<file path="src/hdl/dbgcf_pkg.sv">
// dbgcf_pkg: register offsets, field positions, reset values and modes of the
// comparator/capture-buffer register slice. Used with scoped names only.
package dbgcf_pkg;
    localparam logic [3:0] OFF_CMP_C_HIGH     = 4'h4;
    localparam logic [3:0] OFF_CMP_C_LOW      = 4'h5;
    localparam logic [3:0] OFF_CAP_HIGH_READ  = 4'h6;
    localparam logic [3:0] OFF_CAP_LOW_READ   = 4'h7;
    localparam logic [3:0] OFF_CMP_A_DIR      = 4'h8;
    localparam logic [3:0] OFF_CMP_B_DIR      = 4'h9;
    localparam logic [3:0] OFF_MODE_CTL       = 4'hA;
    localparam logic [3:0] OFF_STATUS         = 4'hB;

    localparam int unsigned DIR_EN_BIT        = 7;
    localparam int unsigned DIR_VAL_BIT       = 6;
    localparam int unsigned MODE_ENABLE_BIT   = 7;
    localparam int unsigned MODE_EVENT_BIT    = 1;
    localparam int unsigned MODE_FULL_BIT     = 0;

    localparam logic [7:0] RESET_BYTE         = 8'h00;
    localparam logic [7:0] DIR_WRITE_MASK     = 8'hC0;
    localparam logic [7:0] MODE_WRITE_MASK    = 8'h83;

    localparam int unsigned CAPTURE_DEPTH     = 8;
    localparam int unsigned CAPTURE_WIDTH     = 16;

    typedef enum logic [1:0] {
        DBGCF_RD_IDLE = 2'b00,
        DBGCF_RD_HOLD = 2'b01
    } dbgcf_rd_state_e;
endpackage : dbgcf_pkg

</file>
<file path="src/hdl/dbgcf_regs.sv">
// dbgcf_regs: comparator C address pattern, comparator A/B direction
// qualifiers and the capture buffer read ports of an on-chip debug unit.
// assumes the watched cpu bus and capture source run on sys_clk_i.
//
// Contract
// [RL1] low byte sets address bits 7..0 pattern
// [RL2] high byte sets address bits 15..8
// [RL3] high read port returns word bits 15..8
// [RL4] event-only modes read high port as zero
// [RL5] low read returns byte, advances pointer
// [RL6] software reads high before low byte
// [RL7] event-only software may read low only
// [RL8] A bit7 enables direction in A match
// [RL9] A bit6 picks write(0) or read(1)
// [RL10] B bit7 enables direction in B match
// [RL11] B bit6 picks write(0) or read(1)
// [RL12] full modes use A direction bits only
// [RL13] end-run reset keeps register contents; the mode register still clears on it
// [RL14] enable forced low while device secured
// [RL15] direction bits 5..0 read zero
//
// The plain strobed port was chosen for this implementation.
`timescale 1ns/1ps
`default_nettype none
module dbgcf_regs #(
    parameter int unsigned DEPTH = dbgcf_pkg::CAPTURE_DEPTH,
    parameter int unsigned AW    = 3
) (
    input  wire logic        sys_clk_i,     // 40 MHz bus clock
    input  wire logic        resetn_i,      // reset, active low; async for mode and outputs, sync for comparator and pointer registers
    input  wire logic [3:0]  reg_addr_i,    // register offset
    input  wire logic [7:0]  reg_wdata_i,   // write data
    input  wire logic        reg_wr_i,      // write strobe
    input  wire logic        reg_rd_i,      // read strobe
    output var  logic [7:0]  reg_rdata_o,   // read data, cycle after strobe
    input  wire logic        secure_i,      // device secured level
    input  wire logic        end_run_i,     // reset ends an end-trigger run
    input  wire logic        end_trig_i,    // end-triggering selected
    input  wire logic        bus_valid_i,   // watched bus cycle present
    input  wire logic [15:0] bus_addr_i,    // watched address
    input  wire logic        bus_read_i,    // watched direction, 1 = read
    input  wire logic        cap_push_i,    // store a capture word
    input  wire logic [15:0] cap_word_i,    // capture word
    output var  logic        match_a_o,     // comparator A qualified match
    output var  logic        match_b_o,     // comparator B qualified match
    output var  logic        match_c_o,     // comparator C address match
    output var  logic        cap_empty_o    // capture buffer empty
);
    logic [7:0]  cmp_c_high, next_cmp_c_high;
    logic [7:0]  cmp_c_low, next_cmp_c_low;
    logic [1:0]  cmp_a_dir, next_cmp_a_dir;
    logic [1:0]  cmp_b_dir, next_cmp_b_dir;
    logic [2:0]  mode_ctl, next_mode_ctl;
    logic [AW-1:0] wr_ptr, next_wr_ptr;
    logic [AW-1:0] rd_ptr, next_rd_ptr;
    logic [AW:0]   count, next_count;
    logic [7:0]  rdata, next_rdata;
    logic        ma, mb, mc, next_ma, next_mb, next_mc;
    logic        keep_q;
    logic [15:0] cap_rd_word;
    logic        module_enable;
    logic        event_only;
    logic        full_mode;
    logic        pop;
    logic        push;
    logic        cap_valid;
    logic [AW-1:0] mem_rd_addr;

    assign module_enable = mode_ctl[2];
    assign event_only    = mode_ctl[1];
    assign full_mode     = mode_ctl[0];
    assign cap_valid     = (count != '0);
    assign pop  = reg_rd_i && (reg_addr_i == dbgcf_pkg::OFF_CAP_LOW_READ) && cap_valid; // RL5
    assign push = cap_push_i && (count != (AW+1)'(DEPTH));
    assign mem_rd_addr = pop ? next_rd_ptr : rd_ptr;

    dbgcf_capture_mem #(
        .WIDTH (dbgcf_pkg::CAPTURE_WIDTH),
        .DEPTH (DEPTH),
        .AW    (AW)
    ) u_mem (
        .sys_clk_i (sys_clk_i),
        .wr_en_i   (push),
        .wr_addr_i (wr_ptr),
        .wr_data_i (cap_word_i),
        .rd_addr_i (mem_rd_addr),
        .rd_data_o (cap_rd_word)
    );

    // register writes and capture pointers
    always_comb begin
        next_cmp_c_high = cmp_c_high;
        next_cmp_c_low  = cmp_c_low;
        next_cmp_a_dir  = cmp_a_dir;
        next_cmp_b_dir  = cmp_b_dir;
        next_mode_ctl   = mode_ctl;
        next_wr_ptr     = wr_ptr;
        next_rd_ptr     = rd_ptr;
        next_count      = count;
        if (reg_wr_i) begin
            case (reg_addr_i)
                dbgcf_pkg::OFF_CMP_C_HIGH: next_cmp_c_high = reg_wdata_i; // RL2
                dbgcf_pkg::OFF_CMP_C_LOW:  next_cmp_c_low  = reg_wdata_i; // RL1
                dbgcf_pkg::OFF_CMP_A_DIR:
                    next_cmp_a_dir = reg_wdata_i[dbgcf_pkg::DIR_EN_BIT:dbgcf_pkg::DIR_VAL_BIT];
                dbgcf_pkg::OFF_CMP_B_DIR:
                    next_cmp_b_dir = reg_wdata_i[dbgcf_pkg::DIR_EN_BIT:dbgcf_pkg::DIR_VAL_BIT];
                dbgcf_pkg::OFF_MODE_CTL: begin
                    next_mode_ctl = {reg_wdata_i[dbgcf_pkg::MODE_ENABLE_BIT],
                                     reg_wdata_i[dbgcf_pkg::MODE_EVENT_BIT],
                                     reg_wdata_i[dbgcf_pkg::MODE_FULL_BIT]};
                end
                default: ;
            endcase
        end
        if (secure_i) begin
            next_mode_ctl[2] = 1'b0; // RL14
        end
        if (push) begin
            next_wr_ptr = wr_ptr + AW'(1);
        end
        if (pop) begin
            next_rd_ptr = rd_ptr + AW'(1); // RL5
        end
        case ({push, pop})
            2'b10:   next_count = count + (AW+1)'(1);
            2'b01:   next_count = count - (AW+1)'(1);
            default: next_count = count;
        endcase
    end

    // end-run reset: state holds through the reset when the run ended there.
    // the flag freezes while reset is low; the mode register clears at once,
    // so sampling it during reset would lose the decision of the last edge
    always_ff @(posedge sys_clk_i) begin
        if (resetn_i) begin
            keep_q <= end_trig_i && module_enable; // RL13
        end
    end

    always_ff @(posedge sys_clk_i or negedge resetn_i) begin
        if (!resetn_i) begin
            mode_ctl <= 3'b000;
        end else begin
            mode_ctl <= next_mode_ctl;
        end
    end

    // registers that survive an end-run reset are reset synchronously instead
    always_ff @(posedge sys_clk_i) begin
        if (!resetn_i && !(end_run_i && keep_q)) begin // RL13
            cmp_c_high <= dbgcf_pkg::RESET_BYTE;
            cmp_c_low  <= dbgcf_pkg::RESET_BYTE;
            cmp_a_dir  <= 2'b00;
            cmp_b_dir  <= 2'b00;
            wr_ptr     <= '0;
            rd_ptr     <= '0;
            count      <= '0;
        end else if (resetn_i) begin
            cmp_c_high <= next_cmp_c_high;
            cmp_c_low  <= next_cmp_c_low;
            cmp_a_dir  <= next_cmp_a_dir;
            cmp_b_dir  <= next_cmp_b_dir;
            wr_ptr     <= next_wr_ptr;
            rd_ptr     <= next_rd_ptr;
            count      <= next_count;
        end
    end

    // comparators and read data
    always_comb begin
        next_mc = bus_valid_i && (bus_addr_i == {cmp_c_high, cmp_c_low}); // RL1 RL2
        next_ma = bus_valid_i && (!cmp_a_dir[1] || (cmp_a_dir[0] == bus_read_i)); // RL8 RL9
        if (full_mode) begin
            next_mb = next_ma; // RL12
        end else begin
            next_mb = bus_valid_i && (!cmp_b_dir[1] || (cmp_b_dir[0] == bus_read_i)); // RL10 RL11
        end
        next_rdata = 8'h00;
        if (reg_rd_i) begin
            case (reg_addr_i)
                dbgcf_pkg::OFF_CMP_C_HIGH: next_rdata = cmp_c_high;
                dbgcf_pkg::OFF_CMP_C_LOW:  next_rdata = cmp_c_low;
                dbgcf_pkg::OFF_CAP_HIGH_READ:
                    next_rdata = event_only ? 8'h00 : cap_rd_word[15:8]; // RL3 RL4
                dbgcf_pkg::OFF_CAP_LOW_READ: next_rdata = cap_rd_word[7:0]; // RL5
                dbgcf_pkg::OFF_CMP_A_DIR:  next_rdata = {cmp_a_dir, 6'h00}; // RL15
                dbgcf_pkg::OFF_CMP_B_DIR:  next_rdata = {cmp_b_dir, 6'h00}; // RL15
                dbgcf_pkg::OFF_MODE_CTL:   next_rdata = {mode_ctl[2], 5'h00, mode_ctl[1:0]};
                dbgcf_pkg::OFF_STATUS:     next_rdata = {3'h0, count[3:0] & 4'hF, 1'b0};
                default:                   next_rdata = 8'h00;
            endcase
        end
    end

    always_ff @(posedge sys_clk_i or negedge resetn_i) begin
        if (!resetn_i) begin
            rdata <= 8'h00;
            ma    <= 1'b0;
            mb    <= 1'b0;
            mc    <= 1'b0;
        end else begin
            rdata <= next_rdata;
            ma    <= next_ma;
            mb    <= next_mb;
            mc    <= next_mc;
        end
    end

    always_ff @(posedge sys_clk_i or negedge resetn_i) begin
        if (!resetn_i) begin
            cap_empty_o <= 1'b1;
        end else begin
            cap_empty_o <= (next_count == '0);
        end
    end

    assign reg_rdata_o = rdata;
    assign match_a_o   = ma;
    assign match_b_o   = mb;
    assign match_c_o   = mc;

    a_enable_secure: assert property (@(posedge sys_clk_i) disable iff (!resetn_i)
        secure_i |=> !mode_ctl[2]) else $error("enable set while secured"); // RL14
    a_dir_a_match: assert property (@(posedge sys_clk_i) disable iff (!resetn_i)
        (bus_valid_i && cmp_a_dir == 2'b11 && !bus_read_i) |=> !match_a_o)
        else $error("comparator A matched wrong direction"); // RL9
    a_dir_a_ignore: assert property (@(posedge sys_clk_i) disable iff (!resetn_i)
        (bus_valid_i && !cmp_a_dir[1]) |=> match_a_o)
        else $error("comparator A direction not ignored"); // RL8
    a_dir_b_match: assert property (@(posedge sys_clk_i) disable iff (!resetn_i)
        (bus_valid_i && !full_mode && cmp_b_dir == 2'b10 && bus_read_i) |=> !match_b_o)
        else $error("comparator B matched wrong direction"); // RL11
    a_dir_b_ignore: assert property (@(posedge sys_clk_i) disable iff (!resetn_i)
        (bus_valid_i && !full_mode && !cmp_b_dir[1]) |=> match_b_o)
        else $error("comparator B direction not ignored"); // RL10
    a_full_uses_a: assert property (@(posedge sys_clk_i) disable iff (!resetn_i)
        full_mode |=> (match_b_o == match_a_o))
        else $error("full mode B differs from A"); // RL12
    a_c_addr_match: assert property (@(posedge sys_clk_i) disable iff (!resetn_i)
        (bus_valid_i && bus_addr_i == {cmp_c_high, cmp_c_low}) |=> match_c_o)
        else $error("comparator C missed address"); // RL1
    a_high_zero: assert property (@(posedge sys_clk_i) disable iff (!resetn_i)
        (reg_rd_i && reg_addr_i == dbgcf_pkg::OFF_CAP_HIGH_READ && event_only)
        |=> reg_rdata_o == 8'h00) else $error("high port nonzero in event mode"); // RL4
    a_low_advance: assert property (@(posedge sys_clk_i) disable iff (!resetn_i)
        (pop && !push) |=> count == $past(count) - 1)
        else $error("low read did not advance"); // RL5
    a_dir_zero: assert property (@(posedge sys_clk_i) disable iff (!resetn_i)
        (reg_rd_i && reg_addr_i == dbgcf_pkg::OFF_CMP_A_DIR) |=> reg_rdata_o[5:0] == 6'h00)
        else $error("unimplemented bits nonzero"); // RL15

    // comparator C pattern checks
    a_c_addr_miss: assert property (@(posedge sys_clk_i) disable iff (!resetn_i) // RL1
        (bus_valid_i && bus_addr_i != {cmp_c_high, cmp_c_low}) |=> !match_c_o)
        else $error("comparator C matched wrong address");

    a_c_low_write: assert property (@(posedge sys_clk_i) disable iff (!resetn_i) // RL1
        (reg_wr_i && reg_addr_i == dbgcf_pkg::OFF_CMP_C_LOW)
        |=> cmp_c_low == $past(reg_wdata_i))
        else $error("comparator C low byte not written");

    a_c_high_write: assert property (@(posedge sys_clk_i) disable iff (!resetn_i) // RL2
        (reg_wr_i && reg_addr_i == dbgcf_pkg::OFF_CMP_C_HIGH)
        |=> cmp_c_high == $past(reg_wdata_i))
        else $error("comparator C high byte not written");

    // direction qualifier checks
    a_dir_a_hit: assert property (@(posedge sys_clk_i) disable iff (!resetn_i) // RL9
        (bus_valid_i && cmp_a_dir == 2'b11 && bus_read_i) |=> match_a_o)
        else $error("comparator A missed read cycle");

    a_dir_a_write: assert property (@(posedge sys_clk_i) disable iff (!resetn_i) // RL9
        (bus_valid_i && cmp_a_dir == 2'b10 && !bus_read_i) |=> match_a_o)
        else $error("comparator A missed write cycle");

    a_dir_a_used: assert property (@(posedge sys_clk_i) disable iff (!resetn_i) // RL8
        (bus_valid_i && cmp_a_dir == 2'b10 && bus_read_i) |=> !match_a_o)
        else $error("comparator A direction not used");

    a_dir_b_hit: assert property (@(posedge sys_clk_i) disable iff (!resetn_i) // RL11
        (bus_valid_i && !full_mode && cmp_b_dir == 2'b11 && bus_read_i) |=> match_b_o)
        else $error("comparator B missed read cycle");

    a_dir_b_used: assert property (@(posedge sys_clk_i) disable iff (!resetn_i) // RL10
        (bus_valid_i && !full_mode && cmp_b_dir == 2'b11 && !bus_read_i) |=> !match_b_o)
        else $error("comparator B direction not used");

    a_full_ignores_b: assert property (@(posedge sys_clk_i) disable iff (!resetn_i) // RL12
        (bus_valid_i && full_mode && cmp_a_dir == 2'b00) |=> match_b_o)
        else $error("full mode used B direction bits");

    a_no_cycle: assert property (@(posedge sys_clk_i) disable iff (!resetn_i) // RL8
        !bus_valid_i |=> (!match_a_o && !match_b_o && !match_c_o))
        else $error("match without a bus cycle");

    a_dir_a_write_bits: assert property (@(posedge sys_clk_i) disable iff (!resetn_i) // RL8
        (reg_wr_i && reg_addr_i == dbgcf_pkg::OFF_CMP_A_DIR)
        |=> cmp_a_dir == $past(reg_wdata_i[7:6]))
        else $error("comparator A direction bits not written");

    a_b_dir_zero: assert property (@(posedge sys_clk_i) disable iff (!resetn_i) // RL15
        (reg_rd_i && reg_addr_i == dbgcf_pkg::OFF_CMP_B_DIR) |=> reg_rdata_o[5:0] == 6'h00)
        else $error("unimplemented B bits nonzero");

    // capture read port checks
    a_high_word: assert property (@(posedge sys_clk_i) disable iff (!resetn_i) // RL3
        (reg_rd_i && reg_addr_i == dbgcf_pkg::OFF_CAP_HIGH_READ && !event_only)
        |=> reg_rdata_o == $past(cap_rd_word[15:8]))
        else $error("high port wrong byte");

    a_low_word: assert property (@(posedge sys_clk_i) disable iff (!resetn_i) // RL5
        (reg_rd_i && reg_addr_i == dbgcf_pkg::OFF_CAP_LOW_READ)
        |=> reg_rdata_o == $past(cap_rd_word[7:0]))
        else $error("low port wrong byte");

    a_low_pointer: assert property (@(posedge sys_clk_i) disable iff (!resetn_i) // RL5
        pop |=> rd_ptr == $past(rd_ptr) + AW'(1))
        else $error("read pointer did not advance");

    // end-run reset checks: these run while reset is low
    a_keep_reset: assert property (@(posedge sys_clk_i) // RL13
        (!resetn_i && end_run_i && keep_q) |=> cmp_c_low == $past(cmp_c_low))
        else $error("end-run reset changed comparator");

    a_clear_reset: assert property (@(posedge sys_clk_i) // RL13
        (!resetn_i && !(end_run_i && keep_q)) |=> cmp_c_low == dbgcf_pkg::RESET_BYTE)
        else $error("plain reset kept comparator");
endmodule : dbgcf_regs
`default_nettype wire

</file>
<file path="src/hdl/dbgcf_capture_mem.sv">
// dbgcf_capture_mem: capture word storage, registered read port.
// assumes one writer and one reader on the same clock.
`timescale 1ns/1ps
`default_nettype none
module dbgcf_capture_mem #(
    parameter int unsigned WIDTH = 16,
    parameter int unsigned DEPTH = 8,
    parameter int unsigned AW    = 3
) (
    input  wire logic             sys_clk_i,  // bus clock
    input  wire logic             wr_en_i,    // store a word
    input  wire logic [AW-1:0]    wr_addr_i,  // write slot
    input  wire logic [WIDTH-1:0] wr_data_i,  // word to store
    input  wire logic [AW-1:0]    rd_addr_i,  // read slot
    output var  logic [WIDTH-1:0] rd_data_o   // registered word
);
    logic [WIDTH-1:0] mem [DEPTH];

    always_ff @(posedge sys_clk_i) begin
        if (wr_en_i) begin
            mem[wr_addr_i] <= wr_data_i;
        end
        rd_data_o <= mem[rd_addr_i];
    end
endmodule : dbgcf_capture_mem
`default_nettype wire

</file>
<file path="config.mk">
export PLATFORM = sky130hd
export DESIGN_NAME = dbgcf_regs
export DESIGN_NICKNAME = d
export VERILOG_FILES = /design/src/hdl/dbgcf_pkg.sv /design/src/hdl/dbgcf_regs.sv /design/src/hdl/dbgcf_capture_mem.sv
export SDC_FILE = /design/constraint.sdc
export NUM_CORES = 1
export LEC_CHECK = 0
export BUFFER_PORTS_ARGS = -buffer_cell sky130_fd_sc_hd__buf_2
export CORE_MARGIN = 1
export CORE_UTILIZATION = 57
export CTS_BUF_LIST = sky130_fd_sc_hd__clkbuf_16
export CTS_CLUSTER_SIZE = 8
export DETAILED_ROUTE_END_ITERATION = 12
export GPL_TIMING_DRIVEN = 0
export HOLD_SLACK_MARGIN = 0.02
export PLACE_DENSITY = 0.86
export SLEW_MARGIN = 15
export SYNTH_ARGS = -nofsm -noshare
export SYNTH_HDL_FRONTEND = slang
export SYNTH_SLANG_ARGS = --single-unit
</file>
<file path="constraint.sdc">
create_clock -name sys_clk_i -period 3.11 [get_ports sys_clk_i]
set_input_delay 0.311 -clock sys_clk_i [delete_from_list [all_inputs] [get_ports sys_clk_i]]
set_output_delay 0.311 -clock sys_clk_i [all_outputs]
set_load 0.005 [all_outputs]
</file>
==> results.yml, run 1 <==
pwr:
  internal_power_mw: 4.13
  p_per_area_nw_per_um2: 514
  ir_drop_v: 0.000387
  leakage_nw: 3.73
  combPwrFrac_pct: 7.2
  p_clk_share_pct: 39.6
  pwr-share-seq_pct: 53.1
  switching_share_pct: 22.5
  p_switching_mw: 1.20
timing:
  drv_slew: 0
  final.setup_skew_ns: 0.0200
  tightest_slew_ns: 0.802
  relSlewSlack_pct: 45.1
  setup_viol: 0
  hold_ws_ns: 0.0527
  min_period_ns: 2.80
  finalCritPeriodShare_pct: 90.1
  worst_slack_ns: 0.309
  rsz0062_at_grt: "no"
  hold_viol: 0
  fmax_ghz: 0.357
synthesis:
  synth_fp_nets: 789
  synth-edff-count: 129
  synth-seq-cells: 190
  ys_warn_count: 0
  synthTopCellsByArea: "edfxtp_1, dfxtp_1, mux4_2, dfrtp_1, a2111oi_0"
  seq_area_frac_synth_pct: 57.1
  synth.cell_area_um2: 9060
  synth_top_area_share_pct: 42.8
  synth_ff_type: "edfxtp_1"
  synth_cell_type_count: 54
  synth_top_area_cell: "edfxtp_1"
  synthCells: 730
  avgSynthCellArea_um2: 12.4
  synth_commonest_cells: "edfxtp_1, nor2_1, nand2_1"
  synthArstFlopShare_pct: 7.89
  yosysMostFrequentCell: "edfxtp_1"
critical_path:
  cpPeakStageDelay_ns: 0.30
  endpoint_kind: "flop"
  path_buf_inv: 4
  crit_fanout: 20
  r2r_slack_ns: 0.31
  crit_family: "simple AND/OR/NAND/NOR gates"
  crit_arrival_ns: 3.16
  ff2ff_path_depth: 14
  cp.required_ns: 3.47
  r2r-start: "count[1]"
  crit_slowest_cell: "dfxtp_1"
  start_kind: "flop"
  crit_chain: "buf_2 > nor4_2 > nand4b_4 > inv_4 > buf_6 > ha_1 > clkbuf_1 > xor2_1 > ha_1 > a21oi_1 > xor2_1 > nor2_1 > xnor2_1 > and3_1"
  r2r_end: "cap_empty_o"
  path_class: "reg2reg"
floorplanning:
  fp-row-count: 45
  core_um2: 15400
  die-area_um2: 16400
  initial_core_util_pct: 58.9
  die_width_um: 128
  boundaryPins: 66
  dieHeight_um: 128
placed_design:
  placed_cells: 1015
  dp_hpwl_um: 16500
  gp_congestion: 0.959
  io_buffers: 64
  pre_cts_ws_ns: 0.0619
status:
  run_status: "finished clean"
clock_tree:
  clkLatencyLatePin_ns: 0.44
  cts.sinks: 190
  cts_root_buf: "clkbuf_16"
  cts.clk_slew.worst_paths_ns: 0.07
  numCtsBuffers: 17
  tritoncts: "built"
  htreeDepth: 4
  cts_buffer_depth: 2
global_routing:
  grt_pass1_wl_um: 36500
  antenna_found_initial: 0
  grtUsageTotal_pct: 29.9
  grt_overflow: 0
  grt_pass1_vias: 6807
  grt_max_degree: 19
final_layout:
  fin_cells: 1047
  drive_gt1_share_pct: 22.7
  syn2layout_area_growth_pct: 14.5
  final_util_pct: 67.5
  num_antenna_cells: 0
  final_nets: 882
detailed_routing:
  drt_iter0_markers: 1465
  via_per_inst: 6.66
  ant_nets: 0
  dr.pass1.iters: 8
  totalWireLength_um: 23400
  vias: 6969
  wl_per_cell_um: 22.4
  drc: 0
worst_hold_path:
  hold_start: "secure_i"
  hp-class: "in2reg"
  worstHoldEndpoint: "mode_ctl[2]"
  hold-path-cell-count: 2
job:
  drv_cap: 0
## through the flow
step,TNS [ns],power (mW),cell area (um2)
final,0,5.33,10400
after floorplan,0,3.09,9060
after detailed placement,0,3.26,9790
after CTS,0,5.34,10400
after global routing,0,5.47,10400
after global placement,-28.41,3.23,9650
## logic make-up (layout without fill, tap and decap cells)
kind of cell    Yosys count  after routing  share of synthesized area [%]
mux                      63             63                           11.4
xor+xnor                 28             28                           2.79
simple gates            185            185                           9.58
flops                   190            190                           57.1
fa+ha+maj                 5              5                          0.690
compound gates          182            182                           14.6
buf+inv                  77            183                           3.88
## routing by layer
metal	up-vias	global-route usage (%)	wire [um]
li1	2999	-	-
met1	3310	37.8	9010
met5	-	0	0
met4	0	15.6	1210
met2	526	48.2	10900
met3	134	6.80	2310
## registers in the layout (all words and copies together) (netlist names), named ones only
| name | flops |
|---|---|
| keep_q | 1 |
| match_c_o | 1 |
| cmp_a_dir | 2 |
| mode_ctl | 3 |
| cmp_c_high | 8 |
| cmp_b_dir | 2 |
| u_mem.mem | 128 |
| rd_ptr | 1 |
| wr_ptr | 3 |
| cap_empty_o | 1 |
| count | 4 |
| cmp_c_low | 8 |
| match_a_o | 1 |
| match_b_o | 1 |
| u_mem.rd_data_o | 16 |
| reg_rdata_o | 8 |
## power groups by stage
stage	registers [mW]	clock network (mW)	logic (mW)
after floorplan	2.87	0	0.221
final	2.83	2.11	0.385
after global placement	2.88	0	0.352
after detailed placement	2.88	0	0.375
after CTS	2.83	2.13	0.381
after global routing	2.84	2.22	0.417
## layout make-up
cell class / count / area, um2
well taps: 211 / 264
clock inverters: 15 / 148
repair buffers: 75 / 452
fillers: 1082 / 5000
multi-input cells: 463 / 3560
plain buffers: 57 / 273
inverters: 19 / 73.8
flip-flops and latches: 190 / 5170
clock buffers: 17 / 425
## worst max path at each step
stage	slack, ns	depth (start not counted)	from	to
final	0.31	14	count[1]	cap_empty_o
after floorplan	0.42	4	count[0]	u_mem.mem[0][0]
after detailed placement	0.06	16	reg_addr_i[2]	cap_empty_o
after global placement	-0.88	4	count[0]	u_mem.mem[0][3]
after CTS	0.08	14	count[0]	cap_empty_o
after global routing	0.11	14	count[1]	cap_empty_o
## layout by cell type (no fill, tap or decap), drive strengths merged, types with 4 or more instances in the layout
| cell type | count |
|---|---|
| a2111oi | 45 |
| a211oi | 4 |
| a21oi | 39 |
| a221oi | 4 |
| a22o | 4 |
| a22oi | 4 |
| a31o | 15 |
| a31oi | 17 |
| and3 | 16 |
| buf | 102 |
| clkbuf | 46 |
| clkinv | 4 |
| clkinvlp | 4 |
| dfrtp | 14 |
| dfxtp | 46 |
| edfxtp | 129 |
| ha | 5 |
| inv | 24 |
| mux2i | 28 |
| mux4 | 32 |
| nand2 | 61 |
| nand2b | 5 |
| nand3 | 6 |
| nand4 | 5 |
| nor2 | 66 |
| nor2b | 8 |
| nor3 | 4 |
| o21ai | 36 |
| xnor2 | 17 |
| xor2 | 11 |
## timing repair
action                                  4_1_cts  5_1_grt
endpoints found under the setup margin        0        2
gates resized for setup                       0        2
setup buffers                                 0        0
endpoints found under the hold margin        14        0
hold buffers                                  1        0
Power figures use the tool's default switching activity.
==> inputs of run 2 (changes only) <==
- CORE_ASPECT_RATIO: not set -> 1.5
- CORE_UTILIZATION: 57 -> 36
- GPL_TIMING_DRIVEN: 0 -> not set
- PLACE_DENSITY: 0.86 -> 0.62
==> results.yml, run 2 (synthesized netlist as in run 1, its figures left out) <==
status:
  run_status: "finished clean"
pwr:
  p_per_area_nw_per_um2: 511
  ir_drop_v: 0.000351
  leakage_nw: 3.65
final_layout:
  final-seq-area_um2: 5170
  final_util_pct: 42.1
  largest_register: "u_mem.mem"
  syn2layout_area_growth_pct: 14.0
  fin_cells: 1121
  final_cell_mix: "edfxtp_1, nor2_1, buf_2"
  top_regs: "u_mem.mem (128), u_mem.rd_data_o (16)"
  largest_register_ffs: 128
  drive_gt1_share_pct: 22.5
  multi_input_comb_area_um2: 3550
  final_nets: 843
  mostFrequentLayoutCell: "edfxtp_1"
  fill_cells: 2302
  num_antenna_cells: 0
detailed_routing:
  drc: 0
  drt_iter0_markers: 446
  via_per_inst: 5.56
  ant_nets: 0
  vias: 6238
  totalWireLength_um: 21400
  wl_per_cell_um: 19.1
  dr.pass1.iters: 5
critical_path:
  crit_chain: "nor4_2 > nand4b_4 > inv_4 > ha_1 > xor2_1 > ha_1 > a21oi_1 > xor2_1 > nor2_1 > xnor2_1 > and3_1"
  start_kind: "flop"
  crit_arrival_ns: 2.88
  path_class: "reg2reg"
  crit_slowest_cell: "dfxtp_1"
  cpPeakStageDelay_ns: 0.39
  crit_fanout: 26
  cp.required_ns: 3.49
  endpoint_kind: "flop"
placed_design:
  gp_congestion: 0.843
  dp_hpwl_um: 13900
  placed_cells: 1087
  io_buffers: 65
timing:
  hold_viol: 0
  setup_viol: 0
  relSlewSlack_pct: 43.7
  rsz0062_at_grt: "no"
  min_period_ns: 2.50
  fmax_ghz: 0.400
  tightest_slew_ns: 0.843
  finalCritPeriodShare_pct: 80.4
  final.setup_skew_ns: 0.00875
  drv_slew: 0
  tns_ns: 0
global_routing:
  antenna_found_initial: 0
  grt_pass1_vias: 6247
  grt_max_degree: 66
  grt_pass1_wl_um: 34300
  grt_overflow: 0
  grtUsageTotal_pct: 17.4
floorplanning:
  die-area_um2: 25800
  core_um2: 24500
  die_width_um: 132
  boundaryPins: 66
  dieHeight_um: 196
  fp-row-count: 70
  initial_core_util_pct: 36.9
clock_tree:
  cts_root_buf: "clkbuf_16"
  post_cts_buffers: 0
  clkLatencyLatePin_ns: 0.44
  tritoncts: "built"
  cts_buffer_depth: 2
  cts.clk_slew.worst_paths_ns: 0.08
  numCtsBuffers: 17
  cts.sinks: 190
  cts_resized: 0
  htreeDepth: 4
  cts.hold.buffers_added: 2
worst_hold_path:
  hp-class: "in2reg"
job:
  drv_cap: 0
-- run 2: cell types whose count changed in the layout (fill, tap and decap cells not counted), moves of 3 or more --
cell,previous run,this run
clkinvlp_4,3,0
buf_2,83,65
clkbuf_1,28,0
buf_6,5,0
inv_8,0,3
nor2_2,7,1
buf_4,9,25
nor2_1,59,65
-- run 2: critical path: cells and delay by family, from the launching register on --
| kind | cells | cell delay (ns) |
|---|---|---|
| AO/OA/AOI/OAI | 1 | 0.14 |
| XOR/XNOR | 3 | 0.49 |
| adder cells (fa/ha/maj) | 2 | 0.48 |
| buffers and inverters | 1 | 0.12 |
| flip-flops | 1 | 0.39 |
| AND/OR/NAND/NOR | 4 | 0.81 |
-- run 2: final cells by class --
type | instances | share of cell area, %
clock inverter | 14 | 1.14
timing repair buffer | 93 | 5.36
multi-input combinational | 463 | 34.4
tap | 324 | 3.93
inverter | 19 | 0.715
clock buffer | 18 | 4.36
sequential | 190 | 50.1
-- run 2: worst paths after layout --
path	from	endpoint	slack [ns]	cells after the start
max	count[3]	cap_empty_o	0.61	11
max reg2reg	count[3]	cap_empty_o	0.61	11
min in group asynchronous	resetn_i	match_b_o	0.28	2
min reg2reg	cmp_a_dir[1]	match_b_o	0.52	1
min	bus_valid_i	match_c_o	0.11	3
max in group asynchronous	resetn_i	cap_empty_o	2.27	3
-- run 2: metal layers --
layer	up-vias	track usage (%)	share of wire [%]	wire length, um
li1	2917	-	-	-
met1	3085	20.3	41	8820
met2	205	30.6	52	11100
met3	31	3.41	4.6	982
met4	0	8.31	2.7	573
met5	-	0	0	0
-- run 2: power by group --
part / switching [mW] / total (mW) / internal, mW
Sequential: 0.0557 / 2.84 / 2.78
Clock: 0.981 / 2.08 / 1.10
Combinational: 0.198 / 0.357 / 0.159
-- run 2: per-stage QoR --
step | power, mW | instance area [um2] | hold slack, ns | worst slack (ns)
2_1_floorplan | 3.09 | 9060 | 0.0154 | 0.417
3_5_place_dp | 3.25 | 9740 | 0.203 | 0.378
4_1_cts | 5.33 | 10300 | 0.103 | 0.568
5_1_grt | 5.46 | 10300 | 0.106 | 0.402
3_3_place_gp | 3.25 | 9740 | 0.204 | 0.463
6_report | 5.28 | 10300 | 0.115 | 0.610
